**config.mk**
```make
export PLATFORM = sky130hd
export DESIGN_NAME = wes_wake_event_status_logic
export DESIGN_NICKNAME = d
export VERILOG_FILES = /design/src/wes_pkg.sv /design/src/wes_wake_event_status_logic.sv /design/src/wes_edge_detect.sv
export SDC_FILE = /design/constraint.sdc
export NUM_CORES = 1
export LEC_CHECK = 0
export ABC_AREA = 1
export BUFFER_PORTS_ARGS = -buffer_cell sky130_fd_sc_hd__buf_2
export CAP_MARGIN = 10
export CORE_UTILIZATION = 45
export DETAILED_ROUTE_END_ITERATION = 10
export PLACE_DENSITY = 0.74
export SLEW_MARGIN = 20
export SYNTH_ARGS = -nofsm -noshare
export SYNTH_HDL_FRONTEND = slang
export SYNTH_SLANG_ARGS = --single-unit
```
**constraint.sdc**
```tcl
create_clock -name ref_clk -period 0.9 [get_ports ref_clk]
set_clock_uncertainty 0.2 [all_clocks]
set_input_delay 0.045 -clock ref_clk [delete_from_list [all_inputs] [get_ports ref_clk]]
set_output_delay 0.045 -clock ref_clk [all_outputs]
set_load 0.05 [all_outputs]
```
**src/wes_pkg.sv**
```systemverilog
package wes_pkg;

  // Register offsets from the runtime block base
  localparam logic [7:0] OFF_PIN_STATUS = 8'h00;
  localparam logic [7:0] OFF_PIN_ENABLE = 8'h02;
  localparam logic [7:0] OFF_SOURCE_STATUS_ONE = 8'h04;

  // Reset values on standby power-on reset
  localparam logic [7:0] RST_PIN_STATUS = 8'h00;
  localparam logic [7:0] RST_PIN_ENABLE = 8'h00;
  localparam logic [7:0] RST_SOURCE_STATUS_ONE = 8'h00;

  // Field positions
  localparam int AGGREGATE_WAKE_FLAG_BIT = 0;
  localparam int GLOBAL_WAKE_GATE_BIT = 0;
  localparam int HARDWARE_MONITOR_WAKE_BIT = 0;
  localparam int RING_TWO_BIT = 1;
  localparam int RING_ONE_BIT = 2;
  localparam int KEYBOARD_BIT = 3;
  localparam int MOUSE_BIT = 4;
  localparam int INFRARED_BIT = 6;

  // Implemented bits of the source status register
  localparam logic [7:0] SOURCE_STATUS_MASK = 8'h5F;

  // Unmapped reads answer this value
  localparam logic [7:0] UNMAPPED_READ = 8'h00;

endpackage

```
**src/wes_wake_event_status_logic.sv**
```systemverilog
`timescale 1ns/100ps

module wes_wake_event_status_logic #(
  parameter int ADDR_WIDTH = 16
) (
  // Clock and standby power-on reset
  input wire logic ref_clk,
  input wire logic rst_b,
  // Runtime register port
  input wire logic [ADDR_WIDTH-1:0] runtime_block_base,
  input wire logic [ADDR_WIDTH-1:0] io_addr,
  input wire logic io_wr,
  input wire logic io_rd,
  input wire logic [7:0] io_wr_data,
  output logic [7:0] io_rd_data,
  // Per-source enables held elsewhere
  input wire logic [7:0] source_enable,
  // Wake sources: one-cycle event pulses, except the infrared receive level, whose changes count as events
  input wire logic hardware_monitor_wake,
  input wire logic ring_indicate_two_wake,
  input wire logic ring_indicate_one_wake,
  input wire logic keyboard_wake,
  input wire logic mouse_wake,
  input wire logic infrared_receive_input,
  // Wake pin toward the system, active low
  output logic wake_output_pin_b
);

  initial
  begin
    if (ADDR_WIDTH < 8 || ADDR_WIDTH > 32)
      $error("wes: ADDR_WIDTH must be 8 to 32");
  end

  ////////////////////////////////////////////////////////////////////////////
  // Reset release

  logic rst_meta_reg;
  logic rst_sync_b;

  always_ff @(posedge ref_clk or negedge rst_b)
  begin
    if (!rst_b)
    begin
      rst_meta_reg <= 1'b0;
      rst_sync_b <= 1'b0;
    end
    else
    begin
      rst_meta_reg <= 1'b1;
      rst_sync_b <= rst_meta_reg;
    end
  end

  ////////////////////////////////////////////////////////////////////////////
  // Address decode

  function automatic logic hit(input logic [ADDR_WIDTH-1:0] addr,
                               input logic [ADDR_WIDTH-1:0] base,
                               input logic [7:0] off);
    logic [ADDR_WIDTH-1:0] target;
    target = base + ADDR_WIDTH'(off);
    return addr == target;
  endfunction

  wire sel_status = hit(io_addr, runtime_block_base, wes_pkg::OFF_PIN_STATUS);
  wire sel_enable = hit(io_addr, runtime_block_base, wes_pkg::OFF_PIN_ENABLE);
  wire sel_source = hit(io_addr, runtime_block_base, wes_pkg::OFF_SOURCE_STATUS_ONE);

  ////////////////////////////////////////////////////////////////////////////
  // Wake events

  logic infrared_change;

  wes_edge_detect #(
    .WIDTH(1)
  ) u_infrared_edge (
    .ref_clk(ref_clk),
    .rst_sync_b(rst_sync_b),
    .level_in(infrared_receive_input),
    .change_pulse(infrared_change)
  );

  logic [7:0] event_vec;

  always_comb
  begin
    event_vec = 8'h00;
    event_vec[wes_pkg::HARDWARE_MONITOR_WAKE_BIT] = hardware_monitor_wake;
    event_vec[wes_pkg::RING_TWO_BIT] = ring_indicate_two_wake;
    event_vec[wes_pkg::RING_ONE_BIT] = ring_indicate_one_wake;
    event_vec[wes_pkg::KEYBOARD_BIT] = keyboard_wake;
    event_vec[wes_pkg::MOUSE_BIT] = mouse_wake;
    event_vec[wes_pkg::INFRARED_BIT] = infrared_change;
  end

  ////////////////////////////////////////////////////////////////////////////
  // Registers

  logic flag_reg;
  logic flag_next;
  logic gate_reg;
  logic gate_next;
  logic [7:0] source_reg;
  logic [7:0] source_next;
  logic [7:0] rd_data_next;
  logic wake_next;

  wire status_w1c = io_wr && sel_status && io_wr_data[wes_pkg::AGGREGATE_WAKE_FLAG_BIT];
  wire [7:0] source_clr = (io_wr && sel_source) ? io_wr_data : 8'h00;
  wire enabled_event = |(event_vec & source_enable);

  // Set wins over a same-cycle clear
  assign flag_next = enabled_event | (flag_reg & ~status_w1c);
  assign gate_next = (io_wr && sel_enable) ? io_wr_data[wes_pkg::GLOBAL_WAKE_GATE_BIT]
                                           : gate_reg;
  assign source_next = (event_vec | (source_reg & ~source_clr))
                       & wes_pkg::SOURCE_STATUS_MASK;

  // Output asserts while gated, flagged and an enabled status is latched
  assign wake_next = gate_next & flag_next & (|(source_next & source_enable));

  assign rd_data_next = sel_status ? {7'h00, flag_reg} :
                        sel_enable ? {7'h00, gate_reg} :
                        sel_source ? source_reg :
                        wes_pkg::UNMAPPED_READ;

  // Only the standby reset resets these
  always_ff @(posedge ref_clk or negedge rst_sync_b)
  begin
    if (!rst_sync_b)
    begin
      flag_reg <= wes_pkg::RST_PIN_STATUS[0];
      gate_reg <= wes_pkg::RST_PIN_ENABLE[0];
      source_reg <= wes_pkg::RST_SOURCE_STATUS_ONE;
      io_rd_data <= wes_pkg::UNMAPPED_READ;
      wake_output_pin_b <= 1'b1;
    end
    else
    begin
      flag_reg <= flag_next;
      gate_reg <= gate_next;
      source_reg <= source_next;
      if (io_rd)
        io_rd_data <= rd_data_next;
      wake_output_pin_b <= ~wake_next;
    end
  end
endmodule

```
**src/wes_edge_detect.sv**
```systemverilog
`timescale 1ns/100ps

module wes_edge_detect #(
  parameter int WIDTH = 1
) (
  // Clock and reset
  input wire logic ref_clk,
  input wire logic rst_sync_b,
  // Sampled level and change pulse
  input wire logic [WIDTH-1:0] level_in,
  output logic [WIDTH-1:0] change_pulse
);

  initial
  begin
    if (WIDTH < 1)
      $error("wes_edge_detect: WIDTH must be at least 1");
  end

  logic [WIDTH-1:0] prev_reg;
  logic primed_reg;

  // Previous level; first cycle after reset only primes the history
  always_ff @(posedge ref_clk or negedge rst_sync_b)
  begin
    if (!rst_sync_b)
    begin
      prev_reg <= '0;
      primed_reg <= 1'b0;
    end
    else
    begin
      prev_reg <= level_in;
      primed_reg <= 1'b1;
    end
  end

  assign change_pulse = (level_in ^ prev_reg) & {WIDTH{primed_reg}};

endmodule

```
==> reports/qor.csv, run 1 <==
metric;value;unit
status;complete, but fails checks;
violations;hold timing, setup timing;
ff2ff_path_depth;11;
antenna_found_initial;0;
gp_congestion;0.953;
whs;-0.171;ns
fmax;0.535;GHz
drive_above_1_share;50.0;%
coreArea;0.00409;sq mm
layout.area.seq;477;sq um
leakage;1.88;nW
cp.required;0.91;ns
startpoint;runtime_block_base[3];
ys_ff_latch;19;
area_growth;77.9;%
synth.distinct_cells;32;
rows;23;
cts_made_buffers;3;
worst_slack;-0.970;ns
post-route-drc-count;0;
avgViaCountPerCell;5.01;
crit_path_start_kind;input port;
finalSetupTns;-12.72;ns
pin_count;67;
cts_tree;built;
syn-cell-area;0.00195;sq mm
grt_pass1_vias;2344;
ys_warn_count;0;
start_util;47.7;%
clock_latency;0.27;ns
worstHoldStart;mouse_wake;
rsz0062_at_grt;true;
ant_nets;0;
io_buffers;60;
grt_usage;29.8;%
setup_viol;22;
post-route-min-period;1.87;ns
multiInputGateArea;0.00163;sq mm
synth_top_cell_by_area;dfrtp_1;
via_count;2537;
cts_sinks;19;
overflow;0;
cap_viol_max_count;0;
p_per_area;788;mW/mm^2
ys_top_cells_by_area;dfrtp_1 23%, nand2_1 21%, inv_1 7.7%;
wl;6780;um
fp.dieH;67.8;um
die_w;67.8;um
reg2reg_from;u_infrared_edge.prev_reg;
antenna_cells;0;
grt_first_pass_wirelength;10100;um
grt_max_degree;13;
dieArea;0.00460;sq mm
n_fill_cell;238;
path_class;input port to flop;
pre_cts_slack;-1.25;ns
drtPass1Iterations;4;
crit_fanout;4;
end_kind;flop;
finalCritPeriodShare;208;%
cts_root_buffer;clkbuf_8;
ir_worst_vdd;0.652;mV
slew_violations;0;
cts.clk_slew.worst_paths;0.07;ns
cts_max_level;1;
seq_area_frac_synth;24.4;%
critPathCapture;wake_output_pin_b;
yosys.area.top_type_share;23.1;%
final_cell_mix;95 x nand2_1, 76 x buf_4, 47 x buf_2;
r2r_setup_slack;-0.57;ns
avgSynthCellArea;6.33;sq um
drt-wirelength-per-cell;13.4;um
finalNetCount;517;
hp-class;input port to flop;
cts_hold_buf;2;
place_hpwl;4780;um
drt_iter0_drc;151;
hold_violations;20;
fin_util;84.9;%
arrival;1.88;ns
final_common_cell;nand2_1;
synthCells;308;
cts_buffer_depth;2;
r2r_end;wake_output_pin_b;
per-stage QoR:
step	instance area, sq um	total power [mW]	instances
2_1_floorplan	2020	1.37	310
3_3_place_gp	2900	1.89	485
3_5_place_dp	2900	1.90	485
4_1_cts	3380	2.65	503
5_1_grt	3470	2.86	506
6_report	3470	2.73	506
layout make-up:
cell class / count / area share (%)
inverter: 46 / 5.12
multi-input combinational: 242 / 46.9
timing repair buffer: 145 / 31.2
sequential: 19 / 13.7
tap: 50 / 1.80
clock buffer: 4 / 1.30
per-layer routing:
layer / share of wire (%) / track usage, %
met1: 40 / 35.3
met2: 50 / 52.1
met3: 6.8 / 6.17
met4: 2.9 / 11.7
met5: 0 / 0
power breakdown:
| group | switching, mW | internal [mW] |
|---|---|---|
| Clock | 0.291 | 0.316 |
| Combinational | 0.658 | 0.597 |
| Sequential | 0.00842 | 0.863 |
| Total | 0.957 | 1.78 |
cell families (layout without fill, tap and decap cells):
family / count (synthesis) / after routing / share of synthesized area (%)
AO/OA/AOI/OAI: 8 / 8 / 2.89
other: 2 / 4 / 0.385
adder cells (fa/ha/maj): 2 / 2 / 1.28
XOR/XNOR: 26 / 26 / 12.1
buffers and inverters: 49 / 195 / 9.88
AND/OR/NAND/NOR: 202 / 202 / 49.1
flip-flops: 19 / 19 / 24.4
what timing repair did:
action | in CTS | in global routing
resized for setup | 74 | 22
hold endpoints to repair | 22 | 19
endpoints found under the setup margin | 22 | 22
pin swaps | 50 | 27
buffers inserted | 15 | 3
worst min-delay path by stage:
stage          slack [ns]  cells past startpoint       endpoint
4_1_cts             -0.18                      3  source_reg[4]
2_1_floorplan       -0.45                      0   rst_meta_reg
3_3_place_gp        -0.37                      1     rst_sync_b
5_1_grt             -0.16                      3  source_reg[4]
3_5_place_dp        -0.36                      1   rst_meta_reg
6_report            -0.17                      3  source_reg[4]
synthesized netlist by cell type (all sizes together):
| library cell | n |
|---|---|
| a2111oi | 1 |
| a21boi | 1 |
| a21oi | 1 |
| a22o | 2 |
| and2 | 1 |
| buf | 3 |
| clkinv | 1 |
| conb | 2 |
| dfrtp | 18 |
| dfstp | 1 |
| ha | 2 |
| inv | 45 |
| nand2 | 117 |
| nand3 | 25 |
| nand4 | 16 |
| nor2 | 36 |
| nor3 | 1 |
| nor3b | 1 |
| nor4 | 3 |
| o211ai | 1 |
| o21ai | 2 |
| or2 | 2 |
| xnor2 | 13 |
| xor2 | 13 |
worst max-delay path, cell delays in order:
cell and delay, ns:
buf_8 0.10, buf_6 0.12, nand3_4 0.11, inv_2 0.07, buf_4 0.13, nand2_1 0.13
nand2_1 0.08, nor2_1 0.12, nand3_2 0.11, nor2_4 0.12, buf_6 0.12, nand4_1 0.10
nand2_1 0.10, nand2_2 0.08, nand2_1 0.08, nand2_1 0.08, nor2_1 0.09, nand2_1 0.05
nand2_1 0.05
No activity file was read; power rests on OpenSTA's default activity.
==> inputs of run 2 (changes only) <==
--- a/config.mk
+++ b/config.mk
@@ -6,11 +6,11 @@
 export NUM_CORES = 1
 export LEC_CHECK = 0
 export ABC_AREA = 1
-export BUFFER_PORTS_ARGS = -buffer_cell sky130_fd_sc_hd__buf_2
 export CAP_MARGIN = 10
 export CORE_UTILIZATION = 45
 export DETAILED_ROUTE_END_ITERATION = 10
-export PLACE_DENSITY = 0.74
+export DONT_BUFFER_PORTS = 1
+export PLACE_DENSITY = 0.61
 export SLEW_MARGIN = 20
 export SYNTH_ARGS = -nofsm -noshare
 export SYNTH_HDL_FRONTEND = slang
==> reports/qor.csv, run 2 (synthesis gave the netlist of run 1 again) <==
metric;value;unit;change
status;complete, but fails checks;;
violations;hold timing, setup timing;;
cts_max_level;1;;unchanged
drive_above_1_share;36.6;%;-13 points
whs;-0.290;ns;-0.119 ns
leakage;1.40;nW;-25%
hold_violations;12;;-40%
cts_made_buffers;3;;unchanged
power.switching;740;uW;-23%
fp.dieH;67.8;um;unchanged
dp.cells;411;;-15%
antenna_cells;0;;unchanged
fmax;0.617;GHz;+15%
end_kind;flop;;
critical_path.cell_chain;ha_4 -> nand3_4 -> buf_12 -> nor2_4 -> nand2_1 -> nand2_1 -> nand2_1 -> inv_2 -> nand2_2 -> nor2_4 -> nand2_2 -> nor2_4 -> nand2_1 -> nand2_1 -> nand2_2 -> nand2_1 -> nand2_1 -> clkinv_1 -> nand2_1 -> nand2_1;;
hp-class;input port to flop;;
crit_top_cell;nand2_1;;
cts_buffer_depth;2;;unchanged
drt_iter0_drc;69;;-54%
finalNetCount;433;;-16%
crit_fanout;5;;+1
final_cells;422;;-17%
use_met3;4.50;%;-1.7 points
final_common_cell;nand2_1;;
gp_congestion;0.890;;-6.7%
ff2ff_path_depth;6;;-5
slew_violations;0;;unchanged
wl;5220;um;-23%
avgViaCountPerCell;4.86;;-3.0%
rsz0062_at_grt;true;;
post-route-drc-count;0;;unchanged
grt_first_pass_wirelength;8450;um;-16%
antenna_found_initial;0;;unchanged
cts_sinks;19;;unchanged
ir_worst_vdd;0.802;mV;+23%
dieArea;0.00460;sq mm;unchanged
use_met2;40.0;%;-12 points
overflow;0;;unchanged
p_sw_share;31.9;%;-3.2 points
arrival;1.62;ns;-0.26 ns
power.clock.fraction;24.9;%;+2.7 points
grt_max_degree;11;;-2
via_count;2052;;-19%
slowest_stage;nor2_4;;
clock_latency;0.25;ns;-0.02 ns
worst_slack;-0.720;ns;+0.250 ns
holdPathStages;2;;-1
io_buffers;0;;-100%
p_per_area;823;mW/mm^2;+4.5%
place_hpwl;4430;um;-7.4%
grt_usage;24.5;%;-5.2 points
finalCritPeriodShare;180;%;-28 points
top_usage_layer;met2;;
cts_hold_buf;4;;+2
drtPass1Iterations;4;;unchanged
pwr-share-seq;37.4;%;+5.5 points
path_class;input port to flop;;
start_util;47.7;%;unchanged
pin_count;67;;unchanged
rows;23;;unchanged
cap_viol_max_count;0;;unchanged
die_w;67.8;um;unchanged
intPower;1.58;mW;-11%
combPwrFrac;37.7;%;-8.2 points
coreArea;0.00409;sq mm;unchanged
final_cell_mix;99 x nand2_1, 50 x buf_4, 38 x inv_1;;
r2r_setup_slack;-0.54;ns;+0.03 ns
max_stage_delay;0.17;ns;+0.04 ns
drt-wirelength-per-cell;12.4;um;-7.6%
setup_viol;22;;unchanged
post-route-min-period;1.62;ns;-0.250 ns
ant_nets;0;;unchanged
met1_usage;34.5;%;-0.83 points
cp.required;0.90;ns;about the same
grt_pass1_vias;1910;;-19%
area_growth;44.6;%;
cts_root_buffer;clkbuf_8;;
cts_tree;built;;
crit_path_start_kind;input port;;
cts.clk_slew.worst_paths;0.07;ns;about the same
## run 2: through the flow
step	power (mW)	setup TNS [ns]	worst slack [ns]	util (%)	instance area (sq um)
2_1_floorplan	1.37	-8.68	-0.795	-	2020
4_1_cts	2.29	-8.98	-0.704	66.3	2710
6_report	2.32	-9.35	-0.720	69.0	2820
5_1_grt	2.47	-10.83	-0.865	69.0	2820
3_3_place_gp	1.64	-12.16	-1.02	60.7	2480
3_5_place_dp	1.65	-12.14	-1.04	60.7	2480
## run 2: layer usage
layer	share of wire, %	wire, um
met4	0.57	30
met5	0	0
met3	4.6	241
met2	47	2450
met1	48	2500
## run 2: what timing repair did
item | CTS | global route
buffers inserted | 5 | 0
pin swaps | 24 | 21
hold endpoints to repair | 18 | 12
setup endpoints to repair | 22 | 24
resized for setup | 30 | 31
## run 2: worst max-delay path, delay by kind of cell
kind	cells	cell delay, ns
simple gates	16	1.17
buf+inv	3	0.25
fa+ha+maj	1	0.13
## run 2: cell type report
type                    instances  area (sq um)
clock buffers                   4          45.0
fillers                       377          1260
inverters                      46           185
multi-input cells             242          1550
flip-flops and latches         19           477
well taps                      50          62.6
repair buffers                 61           507
## run 2: path summary, 6_finish.rpt
kind	start	to
min in group asynchronous	rst_b	rst_meta_reg
hold / removal	mouse_wake	source_reg[4]
setup reg to reg	u_infrared_edge.prev_reg	wake_output_pin_b
hold reg to reg	rst_sync_b	u_infrared_edge.primed_reg
setup / recovery	runtime_block_base[2]	wake_output_pin_b
max in group asynchronous	rst_sync_b	source_reg[6]
## run 2: power groups by stage
| stage | logic [mW] | clock network, mW | registers [mW] |
|---|---|---|---|
| 4_1_cts | 0.831 | 0.591 | 0.867 |
| 3_3_place_gp | 0.758 | 0 | 0.883 |
| 5_1_grt | 0.970 | 0.632 | 0.868 |
| 3_5_place_dp | 0.766 | 0 | 0.883 |
| 6_report | 0.875 | 0.579 | 0.868 |
| 2_1_floorplan | 0.478 | 0 | 0.892 |
==> inputs of run 3 (changes only) <==
--- a/config.mk
+++ b/config.mk
@@ -11,6 +11,7 @@
 export DETAILED_ROUTE_END_ITERATION = 10
 export DONT_BUFFER_PORTS = 1
 export PLACE_DENSITY = 0.61
+export SETUP_SLACK_MARGIN = 0.2
 export SLEW_MARGIN = 20
 export SYNTH_ARGS = -nofsm -noshare
 export SYNTH_HDL_FRONTEND = slang
==> reports/qor.csv, run 3 (synthesis gave the netlist of run 1 again) <==
metric;value;unit;change
status;complete, but fails checks;;
violations;hold timing, setup timing;;
post-route-min-period;1.62;ns;+0.0000800 ns
post-route-drc-count;0;;unchanged
area_growth;44.9;%;
cts_tree;built;;
drtPass1Iterations;4;;unchanged
whs;-0.296;ns;-0.00603 ns
cts_buffer_depth;2;;unchanged
antenna_found_initial;0;;unchanged
end_kind;flop;;
via_count;2070;;+0.88%
pin_count;67;;unchanged
cts_root_buffer;clkbuf_8;;
n_fill_cell;397;;+5.3%
crit_path_start_kind;input port;;
clock_latency;0.25;ns;about the same
drt_iter0_drc;95;;+38%
pre_cts_slack;-1.07;ns;-0.0328 ns
leakage;1.41;nW;+0.65%
slew_violations;0;;unchanged
cts_sinks;19;;unchanged
cts_max_level;1;;unchanged
wl;5220;um;about the same
worst_slack;-0.720;ns;-0.0000800 ns
grt_first_pass_wirelength;8290;um;-1.9%
hp-class;input port to flop;;
finalNetCount;435;;+0.46%
ir_worst_vdd;0.878;mV;+9.4%
fp.dieH;67.8;um;unchanged
setup_viol;22;;unchanged
place_area;0.00249;sq mm;+0.25%
cap_viol_max_count;0;;unchanged
grt_pass1_vias;1871;;-2.0%
fmax;0.617;GHz;about the same
p_per_area;815;mW/mm^2;-0.98%
cts.clk_slew.worst_paths;0.07;ns;about the same
cp.required;0.90;ns;about the same
antenna_cells;0;;unchanged
gp_congestion;0.898;;+0.93%
cts_hold_buf;2;;-2
grt_usage;24.2;%;-0.33 points
overflow;0;;unchanged
rsz0062_at_grt;true;;
arrival;1.62;ns;about the same
cts_made_buffers;3;;unchanged
drt-wirelength-per-cell;12.3;um;-0.57%
final_common_cell;nand2_1;;
start_util;47.7;%;unchanged
coreArea;0.00409;sq mm;unchanged
io_buffers;0;;unchanged
final_cell_area;0.00283;sq mm;+0.18%
finalSetupTns;-9.57;ns;-0.218 ns
drive_above_1_share;36.6;%;+0.072 points
crit_fanout;5;;unchanged
dieArea;0.00460;sq mm;unchanged
place_hpwl;4370;um;-1.3%
finalCritPeriodShare;180;%;about the same
avgViaCountPerCell;4.88;;+0.40%
grt_max_degree;18;;+7
final_cell_mix;99 x nand2_1, 50 x buf_4, 39 x inv_1;;
ant_nets;0;;unchanged
die_w;67.8;um;unchanged
rows;23;;unchanged
hold_violations;34;;+22
path_class;input port to flop;;
-- run 3: worst paths after layout --
check,cells past startpoint,from,endpoint,slack [ns]
max in group asynchronous,0,rst_sync_b,wake_output_pin_b,0.25
worst max register to register,6,u_infrared_edge.prev_reg,wake_output_pin_b,-0.51
worst min-delay path,2,io_rd,io_rd_data[3],-0.30
worst max-delay path,20,runtime_block_base[2],wake_output_pin_b,-0.72
min in group asynchronous,1,rst_b,rst_sync_b,-0.19
worst min register to register,0,rst_sync_b,u_infrared_edge.prev_reg,-0.01
-- run 3: per-stage QoR --
step	cells	hold slack [ns]	power [mW]	util (%)
2_1_floorplan	310	-0.451	1.37	-
3_3_place_gp	409	-0.451	1.64	60.9
3_5_place_dp	409	-0.451	1.64	60.9
4_1_cts	419	-0.303	2.30	66.5
5_1_grt	424	-0.303	2.45	69.2
6_report	424	-0.296	2.30	69.2
-- run 3: report_power, final --
group          switching [mW]  leakage (nW)  internal [mW]
Sequential             0.0175         0.205          0.865
Clock                   0.268        0.0228          0.314
Combinational           0.439          1.19          0.400
-- run 3: metal layers --
layer | vias to the layer above | part of all wire [%] | GRT usage, %
li1 | 1090 | - | -
met1 | 932 | 48 | 35.5
met2 | 44 | 47 | 37.4
met3 | 4 | 4.2 | 4.67
met4 | 0 | 0.82 | 3.39
met5 | - | 0 | 0
-- run 3: layout make-up --
cell class                 instances  area, sq um  share of cell area (%)
sequential                        19          488                    17.3
inverter                          46          184                    6.51
clock buffer                       4         45.0                    1.59
tap                               50         62.6                    2.21
multi-input combinational        242         1510                    53.3
timing repair buffer              63          539                    19.1
-- run 3: worst max-delay path, cell delays in order --
cell,delay (ns)
ha_4,0.13
nand3_4,0.07
buf_12,0.14
nor2_4,0.15
nand2_1,0.07
nand2_1,0.06
nand2_1,0.06
inv_2,0.06
nand2_2,0.06
nor2_4,0.17
nand2_2,0.08
nor2_4,0.09
nand2_1,0.05
nand2_1,0.07
nand2_2,0.06
nand2_1,0.06
nand2_1,0.05
clkinv_1,0.04
nand2_1,0.04
nand2_1,0.06
-- run 3: timing repair --
item | in CTS | in global routing
setup buffers | 4 | 5
pin swaps | 26 | 25
endpoints found under the setup margin | 29 | 23
resized for setup | 35 | 18
cloned | 0 | 0
hold endpoints to repair | 34 | 18
